### src/gpfgh_pkg.sv
/*
 * gpfgh_pkg: register map, reset values, field positions and state type of
 * the three-port general purpose i/o block.
 * Assumes a 32-bit avalon-mm slave with word-aligned byte addresses.
 */
package gpfgh_pkg;

	// register byte offsets, one aligned word each
	localparam logic [5:0] GPFGH_F_PINS  = 6'h00;
	localparam logic [5:0] GPFGH_F_LATCH = 6'h04;
	localparam logic [5:0] GPFGH_F_DIR   = 6'h08;
	localparam logic [5:0] GPFGH_G_PINS  = 6'h0C;
	localparam logic [5:0] GPFGH_G_LATCH = 6'h10;
	localparam logic [5:0] GPFGH_G_DIR   = 6'h14;
	localparam logic [5:0] GPFGH_H_PINS  = 6'h18;
	localparam logic [5:0] GPFGH_H_LATCH = 6'h1C;
	localparam logic [5:0] GPFGH_H_DIR   = 6'h20;
	localparam logic [5:0] GPFGH_F_ANA   = 6'h24;

	// implemented widths
	localparam int GPFGH_G_WIDTH   = 5;
	localparam int GPFGH_ANA_WIDTH = 7;
	localparam int GPFGH_EMEM_PINS = 4;

	// field positions
	localparam int GPFGH_G_IN_ONLY = 5;
	localparam int GPFGH_G_CCP     = 0;
	localparam int GPFGH_G_TX      = 1;
	localparam int GPFGH_G_RX      = 2;
	localparam int GPFGH_F_CMP_TWO = 1;
	localparam int GPFGH_F_CMP_ONE = 2;

	// values after reset
	localparam logic [7:0] GPFGH_DIR_RST   = 8'hFF;
	localparam logic [4:0] GPFGH_GDIR_RST  = 5'h1F;
	localparam logic [7:0] GPFGH_LATCH_RST = 8'h00;
	localparam logic [6:0] GPFGH_ANA_RST   = 7'h7F;

	// everything the block stores
	typedef struct packed {
		logic [7:0] f_lat;
		logic [7:0] f_dir;
		logic [6:0] f_ana;
		logic [4:0] g_lat;
		logic [4:0] g_dir;
		logic [7:0] h_lat;
		logic [7:0] h_dir;
		logic [7:0] f_smp;
		logic [5:0] g_smp;
		logic [7:0] h_smp;
		logic       ack;
		logic [7:0] rdata;
	} gpfgh_state_t;

endpackage

### src/gpfgh_top.sv
/*
 * gpfgh_top: three general purpose ports (two byte-wide, one of five pins plus an input-only pin) with direction bits,
 * output latches, sampled pin levels and peripheral overrides, reached over
 * an avalon-mm slave with waitrequest.
 * Assumes pin inputs synchronous to i_clk and peripheral controls driven by
 * on-chip units in the same clock domain.
 */
// The implementer's own choices: register access over Avalon-MM and the address map.
`timescale 1ns/1ps
`default_nettype none

// How it works
// - direction bit 1 turns the pin driver off, pin becomes input
// - direction bit 0 drives the pin from its output latch bit
// - third port is eight bidirectional pins, one direction bit each
// - latch register is mapped; reading it returns latch, not pins
// - every pin's direction is set independently of the others
// - after power-on reset all third port pins are digital inputs
// - external memory enable puts high address on four third port pins
// - external memory address outranks every other digital function there
// - compare/pwm output beats latch when direction 0; capture reads when 1
// - serial transmit or sync data output overrides latch on its pins
// - receive pin with direction 1 feeds the serial receive input
// - input-only pin is port input only while the fuse is clear
// - fuse set makes that pin the master clear input
// - input-only pin has no direction bit; that position not implemented
// - unimplemented bits read zero and ignore writes
// - first port analog pins come up analog; digital input then disabled
// - enabled comparator output overrides the first port latch data
module gpfgh_top
	import gpfgh_pkg::*;
(
	input  wire logic        i_clk,
	input  wire logic        i_rst_n,
	input  wire logic [5:0]  i_avs_address,
	input  wire logic        i_avs_read,
	input  wire logic        i_avs_write,
	input  wire logic [31:0] i_avs_writedata,
	input  wire logic [3:0]  i_avs_byteenable,
	output logic      [31:0] o_avs_readdata,
	output logic             o_avs_waitrequest,
	input  wire logic [7:0]  i_pf_in,
	output logic      [7:0]  o_pf_out,
	output logic      [7:0]  o_pf_oe,
	input  wire logic [5:0]  i_pg_in,
	output logic      [4:0]  o_pg_out,
	output logic      [4:0]  o_pg_oe,
	input  wire logic [7:0]  i_ph_in,
	output logic      [7:0]  o_ph_out,
	output logic      [7:0]  o_ph_oe,
	input  wire logic [1:0]  i_cmp_oe,
	input  wire logic [1:0]  i_cmp_out,
	input  wire logic        i_ccp_out_en,
	input  wire logic        i_ccp_out,
	output logic             o_ccp_capture,
	input  wire logic        i_ser_tx_en,
	input  wire logic        i_ser_tx,
	input  wire logic        i_ser_dt_oe,
	input  wire logic        i_ser_dt,
	output logic             o_ser_rx,
	output logic             o_ser_ck_in,
	input  wire logic        i_emem_en,
	input  wire logic [3:0]  i_emem_addr,
	input  wire logic        i_reset_pin_fuse,
	output logic             o_master_clear_n
);

	logic [1:0]   rst_sync_q;
	logic         rst_n;
	gpfgh_state_t s_q;
	gpfgh_state_t s_d;
	logic         req;
	logic         acc_wr;
	logic [7:0]   wbyte;

	// returns true when the byte address hits one of the mapped registers
	function automatic logic gpfgh_mapped(input logic [5:0] a);
		case (a)
			GPFGH_F_PINS, GPFGH_F_LATCH, GPFGH_F_DIR, GPFGH_G_PINS, GPFGH_G_LATCH,
			GPFGH_G_DIR, GPFGH_H_PINS, GPFGH_H_LATCH, GPFGH_H_DIR,
			GPFGH_F_ANA: gpfgh_mapped = 1'b1;
			default:     gpfgh_mapped = 1'b0;
		endcase
	endfunction

	// reset released through two flops so every state flop leaves reset together
	always_ff @(posedge i_clk or negedge i_rst_n) begin
		if (!i_rst_n) begin
			rst_sync_q <= 2'b00;
		end else begin
			rst_sync_q <= {rst_sync_q[0], 1'b1};
		end
	end
	assign rst_n = rst_sync_q[1];

	// one wait cycle per access: data is captured first, answer next edge
	assign req               = i_avs_read | i_avs_write;
	assign o_avs_waitrequest = req & ~s_q.ack;
	assign acc_wr            = i_avs_write & s_q.ack & i_avs_byteenable[0];
	assign wbyte             = i_avs_writedata[7:0];
	assign o_avs_readdata    = {24'h000000, s_q.rdata};

	// next state: sampling, read capture and register writes
	always_comb begin
		s_d       = s_q;
		s_d.ack   = req & ~s_q.ack;
		s_d.f_smp = i_pf_in;
		s_d.g_smp = i_pg_in;
		s_d.h_smp = i_ph_in;
		// read data settles in the wait cycle and stands at the answer edge
		if (i_avs_read && !s_q.ack) begin
			case (i_avs_address)
				GPFGH_F_PINS:  s_d.rdata = s_q.f_smp & ~{1'b0, s_q.f_ana};
				GPFGH_F_LATCH: s_d.rdata = s_q.f_lat;
				GPFGH_F_DIR:   s_d.rdata = s_q.f_dir;
				GPFGH_G_PINS:  s_d.rdata = {2'b00, s_q.g_smp[GPFGH_G_IN_ONLY] &
					~i_reset_pin_fuse, s_q.g_smp[4:0]};
				GPFGH_G_LATCH: s_d.rdata = {3'b000, s_q.g_lat};
				GPFGH_G_DIR:   s_d.rdata = {3'b000, s_q.g_dir};
				GPFGH_H_PINS:  s_d.rdata = s_q.h_smp;
				GPFGH_H_LATCH: s_d.rdata = s_q.h_lat;
				GPFGH_H_DIR:   s_d.rdata = s_q.h_dir;
				GPFGH_F_ANA:   s_d.rdata = {1'b0, s_q.f_ana};
				default:       s_d.rdata = 8'h00;
			endcase
		end
		// writes land on the answer edge; pin and latch addresses share a latch
		if (acc_wr && gpfgh_mapped(i_avs_address)) begin
			case (i_avs_address)
				GPFGH_F_PINS, GPFGH_F_LATCH: s_d.f_lat = wbyte;
				GPFGH_F_DIR:                 s_d.f_dir = wbyte;
				GPFGH_G_PINS, GPFGH_G_LATCH: s_d.g_lat = wbyte[4:0];
				GPFGH_G_DIR:                 s_d.g_dir = wbyte[4:0];
				GPFGH_H_PINS, GPFGH_H_LATCH: s_d.h_lat = wbyte;
				GPFGH_H_DIR:                 s_d.h_dir = wbyte;
				GPFGH_F_ANA:                 s_d.f_ana = wbyte[6:0];
				default:                     s_d.f_ana = s_q.f_ana;
			endcase
		end
	end

	// state register; ports come up as inputs with analog pins analog
	always_ff @(posedge i_clk or negedge rst_n) begin
		if (!rst_n) begin
			s_q       <= '0;
			s_q.f_dir <= GPFGH_DIR_RST;
			s_q.g_dir <= GPFGH_GDIR_RST;
			s_q.h_dir <= GPFGH_DIR_RST;
			s_q.f_ana <= GPFGH_ANA_RST;
			s_q.f_lat <= GPFGH_LATCH_RST;
			s_q.h_lat <= GPFGH_LATCH_RST;
		end else begin
			s_q <= s_d;
		end
	end

	// first port: latch drives unless a comparator output claims the pin
	always_comb begin
		o_pf_oe  = ~s_q.f_dir;
		o_pf_out = s_q.f_lat;
		if (i_cmp_oe[1]) begin
			o_pf_out[GPFGH_F_CMP_TWO] = i_cmp_out[1];
		end
		if (i_cmp_oe[0]) begin
			o_pf_out[GPFGH_F_CMP_ONE] = i_cmp_out[0];
		end
	end

	// second port: peripherals outrank the latch; serial outputs force drive
	always_comb begin
		o_pg_oe  = ~s_q.g_dir;
		o_pg_out = s_q.g_lat;
		if (i_ccp_out_en) begin
			o_pg_out[GPFGH_G_CCP] = i_ccp_out;
		end
		if (i_ser_tx_en) begin
			o_pg_out[GPFGH_G_TX] = i_ser_tx;
			o_pg_oe[GPFGH_G_TX]  = 1'b1;
		end
		// the unit must see its own direction bit at 1 to receive
		if (i_ser_dt_oe) begin
			o_pg_out[GPFGH_G_RX] = i_ser_dt;
			o_pg_oe[GPFGH_G_RX]  = 1'b1;
		end
	end

	// peripheral input routing: only pins set as inputs feed the units
	assign o_ccp_capture    = s_q.g_dir[GPFGH_G_CCP] & i_pg_in[GPFGH_G_CCP];
	assign o_ser_rx         = s_q.g_dir[GPFGH_G_RX] & i_pg_in[GPFGH_G_RX];
	assign o_ser_ck_in      = s_q.g_dir[GPFGH_G_TX] & i_pg_in[GPFGH_G_TX];
	// master clear is active low; released whenever the fuse gives the pin away
	assign o_master_clear_n = ~i_reset_pin_fuse | i_pg_in[GPFGH_G_IN_ONLY];

	// third port: external memory address overrides data and direction
	for (genvar i = 0; i < 8; i++) begin : g_hpin
		if (i < GPFGH_EMEM_PINS) begin : g_emem
			assign o_ph_oe[i]  = i_emem_en | ~s_q.h_dir[i];
			assign o_ph_out[i] = i_emem_en ? i_emem_addr[i] : s_q.h_lat[i];
		end else begin : g_plain
			assign o_ph_oe[i]  = ~s_q.h_dir[i];
			assign o_ph_out[i] = s_q.h_lat[i];
		end
	end
endmodule

`default_nettype wire

### config.mk
export PLATFORM = sky130hd
export DESIGN_NAME = gpfgh_top
export DESIGN_NICKNAME = d
export VERILOG_FILES = /design/src/gpfgh_pkg.sv /design/src/gpfgh_top.sv
export SDC_FILE = /design/constraint.sdc
export NUM_CORES = 1
export LEC_CHECK = 0
export BUFFER_PORTS_ARGS = -buffer_cell sky130_fd_sc_hd__buf_4
export CAP_MARGIN = 20
export CORE_MARGIN = 3
export CORE_UTILIZATION = 45
export CTS_CLUSTER_SIZE = 25
export DETAILED_ROUTE_END_ITERATION = 6
export PLACE_DENSITY = 0.77
export SLEW_MARGIN = 10
export SYNTH_ARGS = -nofsm -noshare
export SYNTH_HDL_FRONTEND = slang
export SYNTH_SLANG_ARGS = --single-unit
### constraint.sdc
create_clock -name i_clk -period 2.6 [get_ports i_clk]
set_input_delay 0.13 -clock i_clk [delete_from_list [all_inputs] [get_ports i_clk]]
set_output_delay 0.13 -clock i_clk [all_outputs]
set_load 0.1 [all_outputs]
==> results of run 1 <==
==> synthesized netlist by cell type (all sizes together), types with 3 or more instances <==
library cell  number  area share, %
nand2b            13            1.9
and2               3           0.44
nor2              13            1.1
nor3              17            3.3
or3b               3           0.62
inv               23            2.0
nand3b             7            1.2
or2                3           0.44
a21oi             16            1.9
nand2              6           0.53
mux2i             11            2.6
nor4               6            1.2
dfstp             28             17
mux2              59             16
a31oi              5           0.74
buf               53            9.2
dfrtp             54             32
o21ai              5           0.59
a22oi              6            1.1
a2111oi            3           0.62
clkbuf             9           0.79
==> through the flow <==
stage	instances	worst slack, ps	utilization [%]	hold slack (ps)
floorplan	393	196	-	-166
global placement	558	488	55.3	-87.7
detailed placement	558	464	55.3	-86.5
CTS	597	549	60.2	23.0
global route	597	439	60.2	28.5
finish	597	578	60.2	29.6
==> placed cells by master (no fill, tap or decap), types with 9 or more instances in the layout <==
cell type      synthesis  layout
nand2b_1              13      13
mux2i_1               11      11
mux2_2                59      59
dfrtp_1               54      53
dlygate4sd3_1          0      23
dfstp_2               28      28
a21oi_1               16      16
nor3_1                12      12
clkbuf_8               0       9
nor2_1                13      13
inv_1                 23      23
buf_4                 45     119
conb_1                 2      25
==> final timing paths <==
kind / start / end / cells after the start
worst max-delay path: s_q[8]$_DFF_PN0_ / s_q[32]$_DFFE_PN1P_ / 5
worst min-delay path: i_avs_writedata[7] / o_pf_out[7]$_DFFE_PN0P_ / 2
worst max register to register: s_q[8]$_DFF_PN0_ / s_q[32]$_DFFE_PN1P_ / 5
worst min register to register: rst_sync_q[0]$_DFF_PN0_ / rst_sync_q[1]$_DFF_PN0_ / 0
max in group asynchronous: rst_sync_q[1]$_DFF_PN0_ / o_pf_out[6]$_DFFE_PN0P_ / 0
min in group asynchronous: i_rst_n / rst_sync_q[1]$_DFF_PN0_ / 2
==> layer usage <==
| layer | track usage (%) | share of wire, % | up-vias |
|---|---|---|---|
| li1 | - | - | 1464 |
| met1 | 28.1 | 41 | 1561 |
| met2 | 32.6 | 47 | 176 |
| met3 | 4.43 | 8.6 | 29 |
| met4 | 9.06 | 3.4 | 0 |
| met5 | 0 | 0 | - |
==> final cells by class <==
cell class	count	share of cell area [%]
clock buffer	10	2.37
inverter	23	1.60
sequential	82	38.9
clock inverter	6	1.53
multi-input combinational	226	32.2
timing repair buffer	142	20.9
tap	108	2.51
==> cell families (layout without fill, tap and decap cells) <==
kind of cell           after synthesis  after routing
AOI/OAI and AO/OA                   48             48
buffers and inverters               85            181
DFF                                 82             82
muxes                               70             70
other                                2             25
and+or+nand+nor                     83             83
==> sequential cells by signal (all words and copies together), names as in the netlist <==
name / cells
rst_sync_q: 2
o_pf_out: 6
s_q: 60
o_pg_out: 2
o_ph_out: 4
o_avs_readdata: 8
==> worst reg2reg max path, delay by kind of cell (launching register included) <==
family,cells,cell delay [ps]
and+or+nand+nor,3,980
buffers and inverters,1,220
muxes,1,350
DFF,1,390
==> where the power goes <==
part	switching [mW]	leakage (nW)	internal [mW]
registers	0.0615	0.973	1.34
clock network	0.456	0.106	0.536
logic	0.597	1.39	0.202
==> results by group, run 1 <==
Run status
  • Status: complete, no violations

Clock tree
  • Clock slew at reported path FFs: ~90 ps
  • Maximum root-to-sink buffer count: 2
  • CTS tree: done
  • CTS buffer count: 9
  • Worst skew pair latency: 350 ps
  • Post-CTS sizing: 0
  • Hold Buf Count CTS: 23
  • CTS Root Cell: clkbuf_8
  • Sink Count: 82
  • Setup bufs post-CTS: 0
  • CTS H-Tree Depth: 3

Timing
  • Rel. slew slack: 34.2%
  • RSZ-0062 raised after global routing: false
  • Post-Route Skew: between 10 and 15 ps
  • Setup TNS Final: 0 ps
  • Final min period: ~2000 ps
  • # setup viols final: 0
  • Max Slew Vio Count: 0
  • Period utilisation layout: 77.8%
  • FMAX: approximately 0.49 GHz
  • Final Hold Viols: 0
  • Worst Tran Pin Value: between 900 and 1000 ps

Route
  • # DRC: 0
  • DRT Pass-1 Iters: 5
  • Routed Antenna Nets: 0
  • Via density: about 5.4
  • WL/cell: roughly 18 µm
  • Overall routed net length: around 11000 µm
  • Vias post-DR: 3230
  • DRT iter0 DRCs: 222

Power and ir drop
  • Lkg Pwr: approximately 2.5 nW
  • Total power draw: 3.19 mW
  • Power Density: roughly 590 nW/µm²
  • IR drop worst, VDD: 298 µV

Synth
  • Simple-gate portion of the synthesized area: between 10% and 20%
  • Post-synth EDFFs: 0
  • Async S/R FF share, synth: 100%
  • Post-Synth Adder-Cell Area: 0%
  • Mapped cell area: about 4200 µm²
  • Gate Count Post-Synth: 370
  • Main combinational cell family by area after synthesis: multiplexers
  • Synth Warn #: 0
  • Distinct cells, synth: 47
  • Sequential fraction of the synthesis area: between 40% and 50%
  • FF+latch count, synth: 82
  • Syn_area_per_cell: 11.5 µm²
  • Post-synth top flop: dfrtp_1
  • Mux cell area share after synthesis: 18.2%
  • Complex-gate fraction of the synthesized area: roughly 7.4%
  • Post-Synth XOR/XNOR Area: 0%

Global route
  • Via count of the first global-routing pass: around 3200
  • First-pass GRT wire length: approximately 17000 µm
  • Grt ovf: 0
  • Largest net degree at the start of global routing: 81
  • Global-route total usage across every layer: a little over a fifth
  • Initial antenna violation count: 0

Min path
  • Hold WC Path Type: input port to flop

Die
  • FP Rows: 34
  • Full die area: 10600 µm²
  • I/O pin count: 163
  • Initial core utilization: about 48%
  • Core box area: a little under 9000 µm²
  • Chip height: ~100 µm
  • Die X: 103 µm

Setup path
  • CP peak stage delay: 430 ps
  • CP endpoint kind: flop
  • Worst-path maximum fanout: 5
  • Critical path's top delay family: simple AND/OR/NAND/NOR gates
  • Arrival time at the worst endpoint: 2300 ps
  • Max stage delay cell, worst path: or2_1
  • Crit Path Class: flop to flop
  • FF-to-FF setup slack: 580 ps
  • CP required: roughly 2900 ps
  • Buf/Inv on CP: 1
  • Element type at the critical path start: flop
  • Worst-path cell chain: nand3_1 > or2_1 > nor3_4 > buf_4 > mux2_2

Placed design
  • GP Congestion: about 0.85
  • Post-DP HPWL: ~7600 µm
  • Dpl cell area: around 4900 µm²
  • I/O Buffers: approximately 110

Layout
  • Filler cells: 739
  • FF+latch area: roughly 2100 µm²
  • Finished Cell Area: about 5400 µm²
  • Diode count: 0
  • Final nets: ~570
  • Area growth, synth to finish: 26.6%
  • Multi-input logic area: about 1700 µm²
  • Share of layout cells above drive strength 1: 47.0%

Job
  • Max cap viols: 0
Power figures use the tool's default switching activity.
==> run 2, diff against run 1 <==
==> constraint.sdc (replaced) <==
create_clock -name i_clk -period 1.75 [get_ports i_clk]
set_input_delay 0.0875 -clock i_clk [delete_from_list [all_inputs] [get_ports i_clk]]
set_output_delay 0.0875 -clock i_clk [all_outputs]
set_load 0.1 [all_outputs]
==> results by group, run 2 (synthesis gave the netlist of run 1 again) <==
Layout
  • Filler cells: slightly above 700
  • Max FFs per register: 60
  • Most frequent cells in the layout: 142 x buf_4, 59 x mux2_2, 53 x dfrtp_1
  • Share of layout cells above drive strength 1: about 50%
  • Final nets: approximately 600
  • Area growth, synth to finish: 33.8%
  • Diode count: 0
  • FF+latch area: about 2100 µm²
  • Finished Cell Area: 5690 µm²
  • Multi-input logic area: between 1500 and 2000 µm²
  • Top reg by flops: s_q
  • Most common cell after layout, fill and taps aside: buf_4

Min path
  • Hold WC Path Type: input port to flop
  • Hold Crit Endpoint: s_q[52]$_DFFE_PN0P_
  • Hold path startpoint: i_avs_writedata[0]
  • Cell depth of the worst hold path: 2

Route
  • WL/cell: between 15 and 20 µm
  • Routed Antenna Nets: 0
  • Vias post-DR: 3366
  • # DRC: 0
  • DRT iter0 DRCs: between 150 and 200
  • DRT Pass-1 Iters: 4
  • Via density: between 5 and 6
  • Overall routed net length: 11400 µm

Setup path
  • Worst-path cell chain: nand3_1 > or2_4 > nor3_4 > buf_4 > mux2_2
  • Worst-path maximum fanout: 5
  • FF-to-FF End: s_q[32]$_DFFE_PN1P_
  • CP endpoint kind: flop
  • Max stage delay cell, worst path: dfrtp_1
  • Worst-case reg-to-reg path depth: 5
  • FF-to-FF setup slack: roughly 90 ps
  • Arrival time at the worst endpoint: around 1900 ps
  • CP Launch Point: s_q[8]$_DFF_PN0_
  • CP peak stage delay: around 360 ps
  • Crit Path Class: flop to flop
  • Element type at the critical path start: flop
  • Reg2reg start: s_q[8]$_DFF_PN0_
  • CP required: about 2000 ps

Power and ir drop
  • Total power draw: just under 5 mW
  • Lkg Pwr: about 2.6 nW
  • IR drop worst, VDD: roughly 640 µV
  • Power Density: ~860 nW/µm²

Timing
  • Rel. slew slack: 60.7%
  • Max Slew Vio Count: 0
  • FMAX: approximately 0.60 GHz
  • # setup viols final: 0
  • RSZ-0062 raised after global routing: false
  • Period utilisation layout: about 95%
  • Final Hold Slack: around 18 ps
  • Worst Tran Pin Value: approximately 600 ps
  • Final Hold Viols: 0
  • Final min period: roughly 1700 ps
  • Fin worst setup slack: 92.3 ps
  • Post-Route Skew: 9.55 ps
  • Setup TNS Final: 0 ps

Clock tree
  • Maximum root-to-sink buffer count: 2
  • CTS H-Tree Depth: 3
  • Clock slew at reported path FFs: approximately 90 ps
  • CTS Root Cell: clkbuf_8
  • Worst skew pair latency: between 300 and 400 ps
  • CTS tree: done
  • Sink Count: 82
  • CTS buffer count: 9

Global route
  • Grt ovf: 0
  • Initial antenna violation count: 0
  • First-pass GRT wire length: 17500 µm
  • Via count of the first global-routing pass: ~3400
  • Global-route total usage across every layer: roughly 22%
  • Largest net degree at the start of global routing: 43

Die
  • Core box area: between 8000 and 9000 µm²
  • Chip height: ~100 µm
  • Full die area: 10600 µm²
  • FP Rows: 34
  • I/O pin count: approximately 160
  • Initial core utilization: a little under half
  • Die X: between 100 and 150 µm

Placed design
  • I/O Buffers: 111
  • Post-DP HPWL: roughly 8300 µm
  • Place WS: between 5 and 6 ps
  • Dpl cell area: just over 5000 µm²
  • GP Congestion: 0.934

Job
  • Max cap viols: 0

Run status
  • Status: complete, no violations
==> run 2: worst max-delay path, delay by kind of cell (launching register included) <==
family | cells | cell delay (ps)
mux | 1 | 340
buf+inv | 1 | 210
simple gates | 3 | 670
flops | 1 | 360
==> run 2: how the worst max path moves through the flow <==
stage | endpoint | slack [ps] | depth (start not counted)
after floorplan | o_pg_out[1] | -60 | 2
after global placement | s_q[31]$_DFFE_PN1P_ | 40 | 5
after detailed placement | s_q[35]$_DFFE_PN1P_ | 6 | 5
after CTS | s_q[37]$_DFFE_PN1P_ | 100 | 5
after global routing | o_avs_readdata[5]$_DFFE_PN0P_ | 30 | 5
final | s_q[32]$_DFFE_PN1P_ | 90 | 5
==> run 2: stage by stage <==
| step | instances | util, % |
|---|---|---|
| global placement | 584 | 57.9 |
| floorplan | 393 | - |
| CTS | 628 | 63.6 |
| global route | 628 | 63.6 |
| finish | 628 | 63.6 |
| detailed placement | 584 | 57.9 |
==> run 2: area by class of cell <==
class | count | share of cell area (%)
clock buffers | 10 | 2.42
clock inverters | 6 | 1.56
inverters | 23 | 1.52
multi-input cells | 226 | 30.6
flip-flops and latches | 82 | 36.8
well taps | 108 | 2.38
repair buffers | 173 | 24.7
==> run 2: power breakdown <==
group	switching [mW]	total (mW)	internal, mW
clock	0.697	1.54	0.844
sequential	0.0694	2.06	1.99
combinational	0.921	1.26	0.337
==> run 2: what timing repair did <==
| action | CTS | global route |
|---|---|---|
| setup endpoints to repair | 3 | 0 |
| hold buffers | 28 | 0 |
| setup buffers | 0 | 0 |
| resized for setup | 1 | 0 |
| endpoints found under the hold margin | 32 | 0 |
==> run 2: per-layer routing <==
metal	share of wire (%)	global-route usage (%)	wire length (µm)	vias to the layer above
met3	8.4	6.10	949	26
met4	2.7	8.67	307	0
li1	-	-	-	1521
met2	48	35.4	5460	173
met1	41	28.3	4650	1646
met5	0	0	0	-
